`src/tbf_consts.vh`:
```
// Constants for the TDM bit-clock divider and framer init sequencer.
// Assumes a 100 MHz system clock; included by bare name.
`ifndef TBF_CONSTS_VH
`define TBF_CONSTS_VH
`define TBF_DIV_MSB 12
`define TBF_DIV_LSB 1
`define TBF_PRESCALE_BIT 0
`define TBF_CTRL_W 13
`define TBF_DIV_W 12
`define TBF_PRE_W 4
`define TBF_PRE16_MAX 4'hf
`define TBF_ADDR_W 8
`define TBF_DATA_W 8
`define TBF_CTRL_TWO_ADDR 8'h02
`define TBF_CTRL_THREE_ADDR 8'h03
`define TBF_FALLBACK_VAL 8'h04
`define TBF_LINE_INTERFACE_RESET_VAL 8'h01
`define TBF_ZERO_DATA 8'h00
`define TBF_REG_LAST 8'h3f
`define TBF_CLK_MHZ 100
`define TBF_WAIT_MS 10
`define TBF_WAIT_W 24
`define TBF_WAIT_CYCLES_DEF 24'hf4240
`endif

```
`src/tbf_top.v`:
```
// Two-port TDM bit-clock generator and framer initialisation sequencer.
// Assumes a framer register write port taking one write per ack.
// Summary of operation
// - Transmit bit clock rate equals clock divided by (divider plus one) times prescale.
// - Divider field sits in control bits 12 down to 1.
// - Control bit 0 selects prescale of 1 or 16.
// - Each port carries data and clock in both directions; both syncs run framer to host.
// - Two ports, each T1 or E1 fixed by a build-time parameter.
// - First init step writes 0x04 to framer control two.
// - Framer has no reset, so all its registers but control two get cleared.
// - Both sync lines are framer outputs accepted as host inputs.
`timescale 1ns/1ps
`include "tbf_consts.vh"
module tbf_top #(
	parameter PORT_A_E1 = 0,
	parameter PORT_B_E1 = 0,
	// Settle time in clocks; shorten only in simulation
	parameter [`TBF_WAIT_W-1:0] WAIT_CYCLES = `TBF_WAIT_CYCLES_DEF
) (
	// Clock and reset
	input wire clk_in,
	input wire reset_in,
	// Bit clock control per port
	input wire [`TBF_CTRL_W-1:0] ctrl_a_in,
	input wire [`TBF_CTRL_W-1:0] ctrl_b_in,
	// Host TDM side per port
	input wire [1:0] host_tdm_tx_data_in,
	output reg [1:0] host_tdm_rx_data_out,
	output reg [1:0] host_tdm_rx_sync_out,
	output reg [1:0] host_tdm_tx_sync_out,
	output reg [1:0] host_tdm_rx_clock_out,
	// Framer TDM side per port
	output reg [1:0] transmit_serial_data_out,
	output reg [1:0] transmit_bit_clock_out,
	input wire [1:0] receive_serial_data_in,
	input wire [1:0] receive_bit_clock_in,
	input wire [1:0] receive_frame_sync_in,
	input wire [1:0] transmit_frame_sync_in,
	// Init sequencer control
	input wire init_start_in,
	input wire settings_done_in,
	// Framer register write port
	output reg fr_wr_out,
	output reg [`TBF_ADDR_W-1:0] fr_addr_out,
	output reg [`TBF_DATA_W-1:0] fr_data_out,
	input wire fr_ack_in,
	// Status
	output reg wait_settings_out,
	output reg init_done_out,
	output reg [1:0] port_e1_out
);
	// Sequencer states, one per framer init step:
	// idle waits for a start request,
	// fallback writes control two with the clock-loss fallback bit,
	// wait lets the framer settle before anything else is touched,
	// zero sweeps every framer register, keeping only the fallback bit,
	// settings hands the framer to the host for its own setup,
	// the two line reset states pulse the line interface reset bit,
	// done holds the completion flag until a new start request.
	localparam ST_IDLE = 3'h0;
	localparam ST_FALLBACK = 3'h1;
	localparam ST_WAIT = 3'h2;
	localparam ST_ZERO = 3'h3;
	localparam ST_SETTINGS = 3'h4;
	localparam ST_LINE_INTERFACE_RESET_SET = 3'h5;
	localparam ST_LINE_INTERFACE_RESET_CLR = 3'h6;
	localparam ST_DONE = 3'h7;

	// Control words gathered so the generate loop can index them
	wire [`TBF_CTRL_W-1:0] ctrl_w [0:1];
	wire [1:0] bclk;
	assign ctrl_w[0] = ctrl_a_in;
	assign ctrl_w[1] = ctrl_b_in;

	// One bit clock generator per port drives the transmit clock
	genvar gi;
	generate
		for (gi = 0; gi < 2; gi = gi + 1) begin : g_port
			tbf_div i_tbf_div (
				.clk_in(clk_in),
				.reset_in(reset_in),
				.ctrl_in(ctrl_w[gi]),
				.bit_clk_out(bclk[gi]),
				.bit_tick_out()
			);
			// Data passed in both directions, rx clock and both syncs toward the host, all registered
			always @(posedge clk_in) begin
				if (reset_in) begin
					transmit_serial_data_out[gi] <= 1'b0;
					transmit_bit_clock_out[gi] <= 1'b0;
					host_tdm_rx_data_out[gi] <= 1'b0;
					host_tdm_rx_clock_out[gi] <= 1'b0;
					host_tdm_rx_sync_out[gi] <= 1'b0;
					host_tdm_tx_sync_out[gi] <= 1'b0;
				end else begin
					transmit_serial_data_out[gi] <= host_tdm_tx_data_in[gi];
					transmit_bit_clock_out[gi] <= bclk[gi];
					host_tdm_rx_data_out[gi] <= receive_serial_data_in[gi];
					host_tdm_rx_clock_out[gi] <= receive_bit_clock_in[gi];
					host_tdm_rx_sync_out[gi] <= receive_frame_sync_in[gi];
					host_tdm_tx_sync_out[gi] <= transmit_frame_sync_in[gi];
				end
			end
		end
	endgenerate

	// Sequencer state, settle counter and sweep address
	reg [2:0] state_reg;
	reg [`TBF_WAIT_W-1:0] wait_reg;
	reg [`TBF_ADDR_W-1:0] addr_reg;

	// Init sequencer; one write outstanding at a time, held until acked
	always @(posedge clk_in) begin
		if (reset_in) begin
			state_reg <= ST_IDLE;
			wait_reg <= {`TBF_WAIT_W{1'b0}};
			addr_reg <= {`TBF_ADDR_W{1'b0}};
			fr_wr_out <= 1'b0;
			fr_addr_out <= {`TBF_ADDR_W{1'b0}};
			fr_data_out <= {`TBF_DATA_W{1'b0}};
			wait_settings_out <= 1'b0;
			init_done_out <= 1'b0;
			port_e1_out <= 2'h0;
		end else begin
			// Build-time port type, refreshed every cycle
			port_e1_out <= {PORT_B_E1 != 0, PORT_A_E1 != 0};
			case (state_reg)
			// Start request launches the fallback write
			ST_IDLE: begin
				if (init_start_in) begin
					init_done_out <= 1'b0;
					fr_wr_out <= 1'b1;
					fr_addr_out <= `TBF_CTRL_TWO_ADDR;
					fr_data_out <= `TBF_FALLBACK_VAL;
					state_reg <= ST_FALLBACK;
				end
			end
			// Fallback write held until the framer accepts it
			ST_FALLBACK: begin
				if (fr_ack_in) begin
					fr_wr_out <= 1'b0;
					wait_reg <= {`TBF_WAIT_W{1'b0}};
					state_reg <= ST_WAIT;
				end
			end
			// Framer untouched while it settles
			ST_WAIT: begin
				// Full count elapses before any other access
				if (wait_reg >= WAIT_CYCLES - 1'b1) begin
					addr_reg <= {`TBF_ADDR_W{1'b0}};
					fr_wr_out <= 1'b1;
					fr_addr_out <= {`TBF_ADDR_W{1'b0}};
					fr_data_out <= `TBF_ZERO_DATA;
					state_reg <= ST_ZERO;
				end else begin
					wait_reg <= wait_reg + 1'b1;
				end
			end
			// One write per ack, ascending address
			ST_ZERO: begin
				if (fr_ack_in) begin
					// Last register acked: hand the framer to the host
					if (addr_reg == `TBF_REG_LAST) begin
						fr_wr_out <= 1'b0;
						wait_settings_out <= 1'b1;
						state_reg <= ST_SETTINGS;
					end else begin
						addr_reg <= addr_reg + 1'b1;
						fr_addr_out <= addr_reg + 1'b1;
						// Fallback bit kept in control two while all else cleared
						fr_data_out <= (addr_reg + 1'b1 == `TBF_CTRL_TWO_ADDR) ?
							`TBF_FALLBACK_VAL : `TBF_ZERO_DATA;
					end
				end
			end
			// Host writes its own settings elsewhere, then says so
			ST_SETTINGS: begin
				if (settings_done_in) begin
					wait_settings_out <= 1'b0;
					fr_wr_out <= 1'b1;
					fr_addr_out <= `TBF_CTRL_THREE_ADDR;
					fr_data_out <= `TBF_LINE_INTERFACE_RESET_VAL;
					state_reg <= ST_LINE_INTERFACE_RESET_SET;
				end
			end
			// Line reset set, then the same register cleared
			ST_LINE_INTERFACE_RESET_SET: begin
				if (fr_ack_in) begin
					fr_data_out <= `TBF_ZERO_DATA;
					state_reg <= ST_LINE_INTERFACE_RESET_CLR;
				end
			end
			// Clear write in flight
			ST_LINE_INTERFACE_RESET_CLR: begin
				if (fr_ack_in) begin
					fr_wr_out <= 1'b0;
					// Completion flagged only once the clear is acked
					init_done_out <= 1'b1;
					state_reg <= ST_DONE;
				end
			end
			// A new start restarts the whole sequence at once
			ST_DONE: begin
				if (init_start_in) begin
					init_done_out <= 1'b0;
					fr_wr_out <= 1'b1;
					fr_addr_out <= `TBF_CTRL_TWO_ADDR;
					fr_data_out <= `TBF_FALLBACK_VAL;
					state_reg <= ST_FALLBACK;
				end
			end
			// Unused code falls back to idle rather than locking up
			default: state_reg <= ST_IDLE;
			endcase
		end
	end
endmodule

```
`src/tbf_div.v`:
```
// Bit clock generator: rate = clk / ((divider+1) * prescale).
// Assumes the control word is stable or changes only between periods.
`timescale 1ns/1ps
`include "tbf_consts.vh"
module tbf_div (
	// Clock and reset
	input wire clk_in,
	input wire reset_in,
	// Control word
	input wire [`TBF_CTRL_W-1:0] ctrl_in,
	// Bit clock out
	output reg bit_clk_out,
	output reg bit_tick_out
);
	reg [`TBF_DIV_W-1:0] cnt_reg;
	reg [`TBF_PRE_W-1:0] pre_reg;
	reg half_reg;
	wire [`TBF_DIV_W-1:0] div_val = ctrl_in[`TBF_DIV_MSB:`TBF_DIV_LSB];
	wire pre16 = ctrl_in[`TBF_PRESCALE_BIT];
	wire pre_done = !pre16 || (pre_reg == `TBF_PRE16_MAX);
	// Half period rounded down; a zero divider leaves the clock stuck low
	wire [`TBF_DIV_W:0] half_val = ({1'b0, div_val} + 1'b1) >> 1;
	// Prescale then divide; output high then low within each divider period, so clock runs at the divided rate
	always @(posedge clk_in) begin
		if (reset_in) begin
			cnt_reg <= {`TBF_DIV_W{1'b0}};
			pre_reg <= {`TBF_PRE_W{1'b0}};
			half_reg <= 1'b0;
			bit_clk_out <= 1'b0;
			bit_tick_out <= 1'b0;
		end else begin
			bit_tick_out <= 1'b0;
			pre_reg <= pre_done ? {`TBF_PRE_W{1'b0}} : pre_reg + 1'b1;
			if (pre_done) begin
				if (cnt_reg >= div_val) begin
					cnt_reg <= {`TBF_DIV_W{1'b0}};
					bit_tick_out <= 1'b1;
				end else begin
					cnt_reg <= cnt_reg + 1'b1;
				end
				// High for the first half of the count, low after
				bit_clk_out <= ({1'b0, cnt_reg} < half_val) ? 1'b1 : 1'b0;
			end
		end
	end
endmodule

```
`config.mk`:
```
export PLATFORM = sky130hd
export DESIGN_NAME = tbf_top
export DESIGN_NICKNAME = d
export VERILOG_FILES = /design/src/tbf_top.v /design/src/tbf_div.v
export VERILOG_INCLUDE_DIRS = /design/src /design/src/src
export SDC_FILE = /design/constraint.sdc
export NUM_CORES = 1
export LEC_CHECK = 0
export BUFFER_PORTS_ARGS = -buffer_cell sky130_fd_sc_hd__clkbuf_2
export CORE_AREA = 2 2 121 123
export DETAILED_ROUTE_END_ITERATION = 12
export DIE_AREA = 0 0 123 125
export PLACE_DENSITY = 0.7
export SLEW_MARGIN = 20
export SYNTH_ARGS = -nofsm -noshare
export SYNTH_HDL_FRONTEND = slang
export SYNTH_SLANG_ARGS = --single-unit
```
`constraint.sdc`:
```
create_clock -name clk_in -period 2.3 [get_ports clk_in]
set_clock_uncertainty 0.2 [all_clocks]
set_input_delay 0.115 -clock clk_in [delete_from_list [all_inputs] [get_ports clk_in]]
set_output_delay 0.115 -clock clk_in [all_outputs]
set_load 0.005 [all_outputs]
```
==> impl_metrics.tcl, run 1 <==
set metrics [dict create \
    fmax_ghz 0.429 \
    tightest_slew_ns 0.575 \
    drc 0 \
    synth_top_flop_cell "dfxtp_1" \
    hold_depth 3 \
    cp.required_ns 2.36 \
    p_leak_nw 3.13 \
    die_area_um2 15400 \
    hold_violations 0 \
    clock-root-buffer "clkbuf_16" \
    clk_pin_slew_worst_paths_ns 0.06 \
    r2r_slack_ns -0.03 \
    rsz0062_at_grt "yes" \
    wl_um 12600 \
    ys_seq_area_share_pct 34.1 \
    n_antenna_cell 0 \
    wl_per_cell_um 12.8 \
    cp-end-kind "flop" \
    grt_pass1_vias 4884 \
    r2r-end "wait_reg[12]" \
    synth-async-reset-ratio_pct 0 \
    worstSkewPairLatency_ns 0.33 \
    slew_headroom_pct 61.3 \
    crit_arrival_ns 2.40 \
    fin_crit_sh_pct 101 \
    cts_buffers 9 \
    syn_area_per_cell_um2 8.48 \
    violations "negative setup slack" \
    num_vias 4955 \
    ioPinCount 74 \
    critPathKind "flop to flop" \
    postLayoutCoreUtil_pct 49.6 \
    p_per_area_nw_per_um2 544 \
    vias_per_cell 5.05 \
    grt.overflow.total 0 \
    h-tree-depth 3 \
    start_util_pct 38.8 \
    drive_above_1_share_pct 23.6 \
    min_period_ns 2.33 \
    numPortBuffers 65 \
    grt_max_degree 22 \
    post_dp_cell_area_um2 6500 \
    ant_nets 0 \
    die_h_um 125 \
    crit_slowest_cell "or4_4" \
    ir_drop_mv 0.467 \
    syn-cell-area_um2 5510 \
    post-route-worst-setup-slack_ns -0.0311 \
    r2r-start "wait_reg[23]" \
    clk_path_buf_depth 2 \
    hp-start "ctrl_a_in[0]" \
    outcome "finished, violations left" \
    fin_area_um2 7050 \
    hold_end "g_port[0].i_tbf_div.pre_reg[0]" \
    holdWs_ns 0.0163 \
    critPathLaunchType "flop" \
    grt_pass1_wl_um 21800 \
    max_stage_delay_ns 0.54 \
    rr_worst_depth 7 \
    drt-pass1-iter-count 4 \
    drt-initial-drc-count 218 \
    final_max_slew_viol_count 0 \
    setup_viol 3 \
    crit_path_start "wait_reg[23]" \
    synth-edff-count 0 \
    finalNetCount 889 \
    core_area_um2 14200 \
    crit_fanout 8 \
    grt.total_usage_pct 17.1 \
    drv_cap 0 \
    die_x_um 123 \
    synthCells 650 \
    rows 44 \
    syn2layout_area_growth_pct 27.9 \
    gp_congestion 0.848 \
    antenna_found_initial 0 \
    dpl.hpwl_um 9500 \
    worstPathCellList "or4_4 > nor3_4 > o311a_4 > buf_6 > nor2_4 > or4_1 > a21oi_1" \
    hold_class "primary input to flop" \
    clkSinkCount 94 \
    yosysUniqueCellTypes 56 \
    cts_tree "built" \
    ys_ff_latch 94 \
    ys_warn_count 0 \
]
==> cell families after synthesis <==
logic type               Yosys count  synth area share [%]
AND/OR/NAND/NOR                  256                  23.3
multiplexers                       5                  1.14
XOR/XNOR                          61                  9.69
adder cells (fa/ha/maj)           55                  12.5
flip-flops                        94                  34.1
buffers and inverters             64                  4.95
AO/OA/AOI/OAI                    114                  14.2
other                              1                0.0680
==> timing repair <==
action | 4_1_cts | 5_1_grt
endpoints found under the setup margin | 28 | 33
hold endpoints to repair | 12 | 0
hold buffers | 14 | 0
resized for setup | 17 | 15
pin swaps | 7 | 12
buffers inserted | 1 | 1
==> cells in the final DEF, fill, tap and decap left out, types with 4 or more instances in the layout <==
cell,n
a211oi_1,7
nor3_1,18
buf_4,69
conb_1,8
inv_1,36
and3_1,13
or3_1,6
dfxtp_1,89
clkbuf_2,65
clkbuf_16,9
nand2b_1,6
xnor2_1,32
and2_1,7
or2_2,5
nor2_1,61
nand2_1,42
nor2b_1,16
a32o_1,4
nand4_1,13
dfxtp_2,5
ha_1,55
xor2_1,29
o31ai_1,6
a21o_1,6
buf_6,5
nand3_1,44
mux2i_1,4
o2111ai_1,6
dlygate4sd3_1,14
a21oi_1,31
o21ai_0,21
==> critical path: cells and delay by family, from the launching register on <==
kind / cells / cell delay [ns]
AO/OA/AOI/OAI: 2 / 0.37
buffers and inverters: 1 / 0.14
flip-flops: 1 / 0.32
AND/OR/NAND/NOR: 4 / 1.23
==> cell type report <==
class,count,area (um2)
clock buffer,11,233
clock inverter,5,36.3
fill,1364,7160
inverter,36,135
multi-input combinational,499,3480
sequential,94,1890
tap,184,230
timing repair buffer,153,1040
==> stage by stage <==
stage	setup TNS, ns	power (mW)	setup slack (ns)	cells
4_1_cts	-0.0659	3.86	-0.0288	981
6_report	-0.0533	3.83	-0.0311	982
5_1_grt	-0.774	4.03	-0.117	982
2_1_floorplan	0	2.21	0.0189	657
3_3_place_gp	-0.206	2.45	-0.0464	950
3_5_place_dp	-1.09	2.46	-0.107	950
==> layer usage <==
| layer | GRT usage [%] | part of all wire [%] | vias to the layer above |
|---|---|---|---|
| met3 | 3.01 | 4.6 | 12 |
| met2 | 29.6 | 48 | 102 |
| met1 | 22.0 | 47 | 2262 |
| met5 | 0 | 0 | - |
| met4 | 3.81 | 1.0 | 0 |
| li1 | - | - | 2579 |
==> worst max path at each step <==
| stage | depth (start not counted) | end | slack, ns |
|---|---|---|---|
| after floorplan | 6 | fr_data_out[2] | 0.02 |
| after global placement | 7 | wait_reg[13] | -0.05 |
| after detailed placement | 11 | g_port[1].i_tbf_div.bit_clk_out | -0.11 |
| after CTS | 7 | wait_reg[17] | -0.03 |
| after global routing | 7 | wait_reg[17] | -0.12 |
| final | 7 | wait_reg[12] | -0.03 |
==> power breakdown <==
part | switching [mW] | internal (mW) | leakage, nW
Combinational | 0.412 | 0.346 | 2.24
Clock | 0.614 | 0.733 | 0.122
Sequential | 0.0362 | 1.69 | 0.767
==> Yosys cell counts (3+ instances only) <==
master     instances  area (um2)
dfxtp_1           94        1880
nor2_1            64         240
ha_1              55         688
nand3_1           45         225
nand2_1           42         158
inv_1             36         135
a21oi_1           33         165
xnor2_1           32         280
xor2_1            29         254
o21ai_0           23         115
nor3_1            21         105
nor2b_1           16         100
clkbuf_1          15        56.3
and3_1            13        81.3
nand4_1           13        81.3
or3_1              9        56.3
buf_4              8        60.1
a211oi_1           7        52.6
and2_1             7        43.8
a21o_1             6        45.0
nand2b_1           6        37.5
o2111ai_1          6        52.6
o31ai_1            6        45.0
or2_2              5        31.3
a32o_1             4        40.0
mux2i_1            4        40.0
buf_1              3        11.3
nor4_1             3        18.8
o211a_1            3        30.0
o22ai_1            3        18.8
or4_1              3        22.5
Power figures use the tool's default switching activity.
==> inputs of run 2 (changes only) <==
--- a/config.mk
+++ b/config.mk
@@ -8,6 +8,7 @@
 export LEC_CHECK = 0
 export BUFFER_PORTS_ARGS = -buffer_cell sky130_fd_sc_hd__clkbuf_2
 export CORE_AREA = 2 2 121 123
+export CTS_BUF_LIST = sky130_fd_sc_hd__clkbuf_8 sky130_fd_sc_hd__clkbuf_16
 export DETAILED_ROUTE_END_ITERATION = 12
 export DIE_AREA = 0 0 123 125
 export PLACE_DENSITY = 0.7
==> impl_metrics.tcl, run 2 (synthesized netlist as in run 1, its figures left out) <==
set metrics [dict create \
    hold_violations 0 \
    core_area_um2 14200 \
    clock-root-buffer "clkbuf_16" \
    start_util_pct 38.8 \
    final_common_cell "dfxtp_1" \
    drv_cap 0 \
    top_layer "met4" \
    clk_pin_slew_worst_paths_ns 0.06 \
    clkSinkCount 94 \
    die_area_um2 15400 \
    post_dp_cell_area_um2 6500 \
    r2r_slack_ns -0.03 \
    num_vias 4942 \
    clk_path_buf_depth 2 \
    finalNetCount 889 \
    grt_max_degree 22 \
    critPathLaunchType "flop" \
    antenna_found_initial 0 \
    ir_drop_mv 0.467 \
    fmax_ghz 0.429 \
    drt-initial-drc-count 220 \
    worstSkewPairLatency_ns 0.33 \
    ant_nets 0 \
    post-route-worst-setup-slack_ns -0.0314 \
    max_stage_delay_ns 0.54 \
    crit_arrival_ns 2.39 \
    gp_congestion 0.848 \
    p_per_area_nw_per_um2 543 \
    fin_area_um2 7050 \
    rsz0062_at_grt "yes" \
    crit_slowest_cell "or4_4" \
    cp-end-kind "flop" \
    wl_met1_um 5880 \
    wl_um 12600 \
    power.total_mw 3.82 \
    final_max_slew_viol_count 0 \
    grt.overflow.total 0 \
    die_h_um 125 \
    min_period_ns 2.33 \
    met3_length_um 568 \
    hold_class "primary input to flop" \
    critPathKind "flop to flop" \
    cp_top_family "simple AND/OR/NAND/NOR gates" \
    h-tree-depth 3 \
    tightest_slew_ns 0.575 \
    ioPinCount 74 \
    vias_per_cell 5.03 \
    p_leak_nw 3.14 \
    numPortBuffers 65 \
    violations "negative setup slack" \
    grt_pass1_vias 4884 \
    n_antenna_cell 0 \
    drt-pass1-iter-count 4 \
    cts_tree "built" \
    routed-wl-met2_um 6030 \
    syn2layout_area_growth_pct 27.9 \
    placed_cells 950 \
    fin_cells 982 \
    crit_fanout 8 \
    wl_per_cell_um 12.8 \
    grt.total_usage_pct 17.1 \
    fin_crit_sh_pct 101 \
    cts_buffers 9 \
    worstPathCellList "or4_4 > nor3_4 > o311a_4 > buf_6 > nor2_4 > or4_1 > a21oi_1" \
    outcome "finished, violations left" \
    drc 0 \
    rows 44 \
    layout_common_cells "dfxtp_1 (89), buf_4 (69), clkbuf_2 (65)" \
    drive_above_1_share_pct 23.6 \
    grt_pass1_wl_um 21800 \
    slew_headroom_pct 61.3 \
    cp.required_ns 2.36 \
    die_x_um 123 \
    dpl.hpwl_um 9500 \
    setup_viol 3 \
    cp.buffers_inverters 1 \
]
==> run 2: area by class of cell <==
type	instances	area [um2]
multi-input combinational	499	3480
timing repair buffer	153	1040
sequential	94	1890
clock buffer	9	225
tap	184	230
inverter	36	135
clock inverter	7	43.8
fill	1364	7160
==> run 2: metal layers <==
metal	track usage, %	up-vias
met3	3.01	9
met1	22.0	2256
met4	3.81	0
met5	0	-
met2	29.6	98
li1	-	2579
==> run 2: final timing paths <==
check	startpoint	to	cells past startpoint
worst min register to register	fr_addr_out[1]	fr_addr_out[1]	2
worst max register to register	wait_reg[23]	wait_reg[12]	7
worst max-delay path	wait_reg[23]	wait_reg[12]	7
worst min-delay path	ctrl_a_in[0]	g_port[0].i_tbf_div.pre_reg[0]	3
==> run 2: worst reg2reg max path: cells and delay by family (launching register included) <==
| kind | cells | cell delay (ns) |
|---|---|---|
| compound gates | 2 | 0.37 |
| buf+inv | 1 | 0.14 |
| flops | 1 | 0.32 |
| simple gates | 4 | 1.24 |
==> run 2: power by group <==
| part | switching (mW) | internal, mW | total [mW] |
|---|---|---|---|
| clock network | 0.613 | 0.724 | 1.34 |
| registers | 0.0363 | 1.69 | 1.73 |
| logic | 0.412 | 0.346 | 0.759 |
==> run 2: through the flow <==
step                      setup WS [ns]  util [%]  hold WS, ns  setup TNS [ns]
after floorplan                  0.0189         -       0.0117               0
after global placement          -0.0464      45.7        0.122          -0.206
after detailed placement         -0.107      45.7        0.130           -1.09
after CTS                       -0.0288      49.2       0.0117         -0.0659
after global routing             -0.117      49.6       0.0325          -0.774
final                           -0.0314      49.6      0.00694         -0.0549
==> run 2: what timing repair did <==
action / 4_1_cts / 5_1_grt
cloned: 0 / 0
buffers inserted: 1 / 1
hold endpoints to repair: 12 / 0
hold buffers: 14 / 0
pin swaps: 7 / 12
endpoints found under the setup margin: 28 / 33
resized for setup: 17 / 15
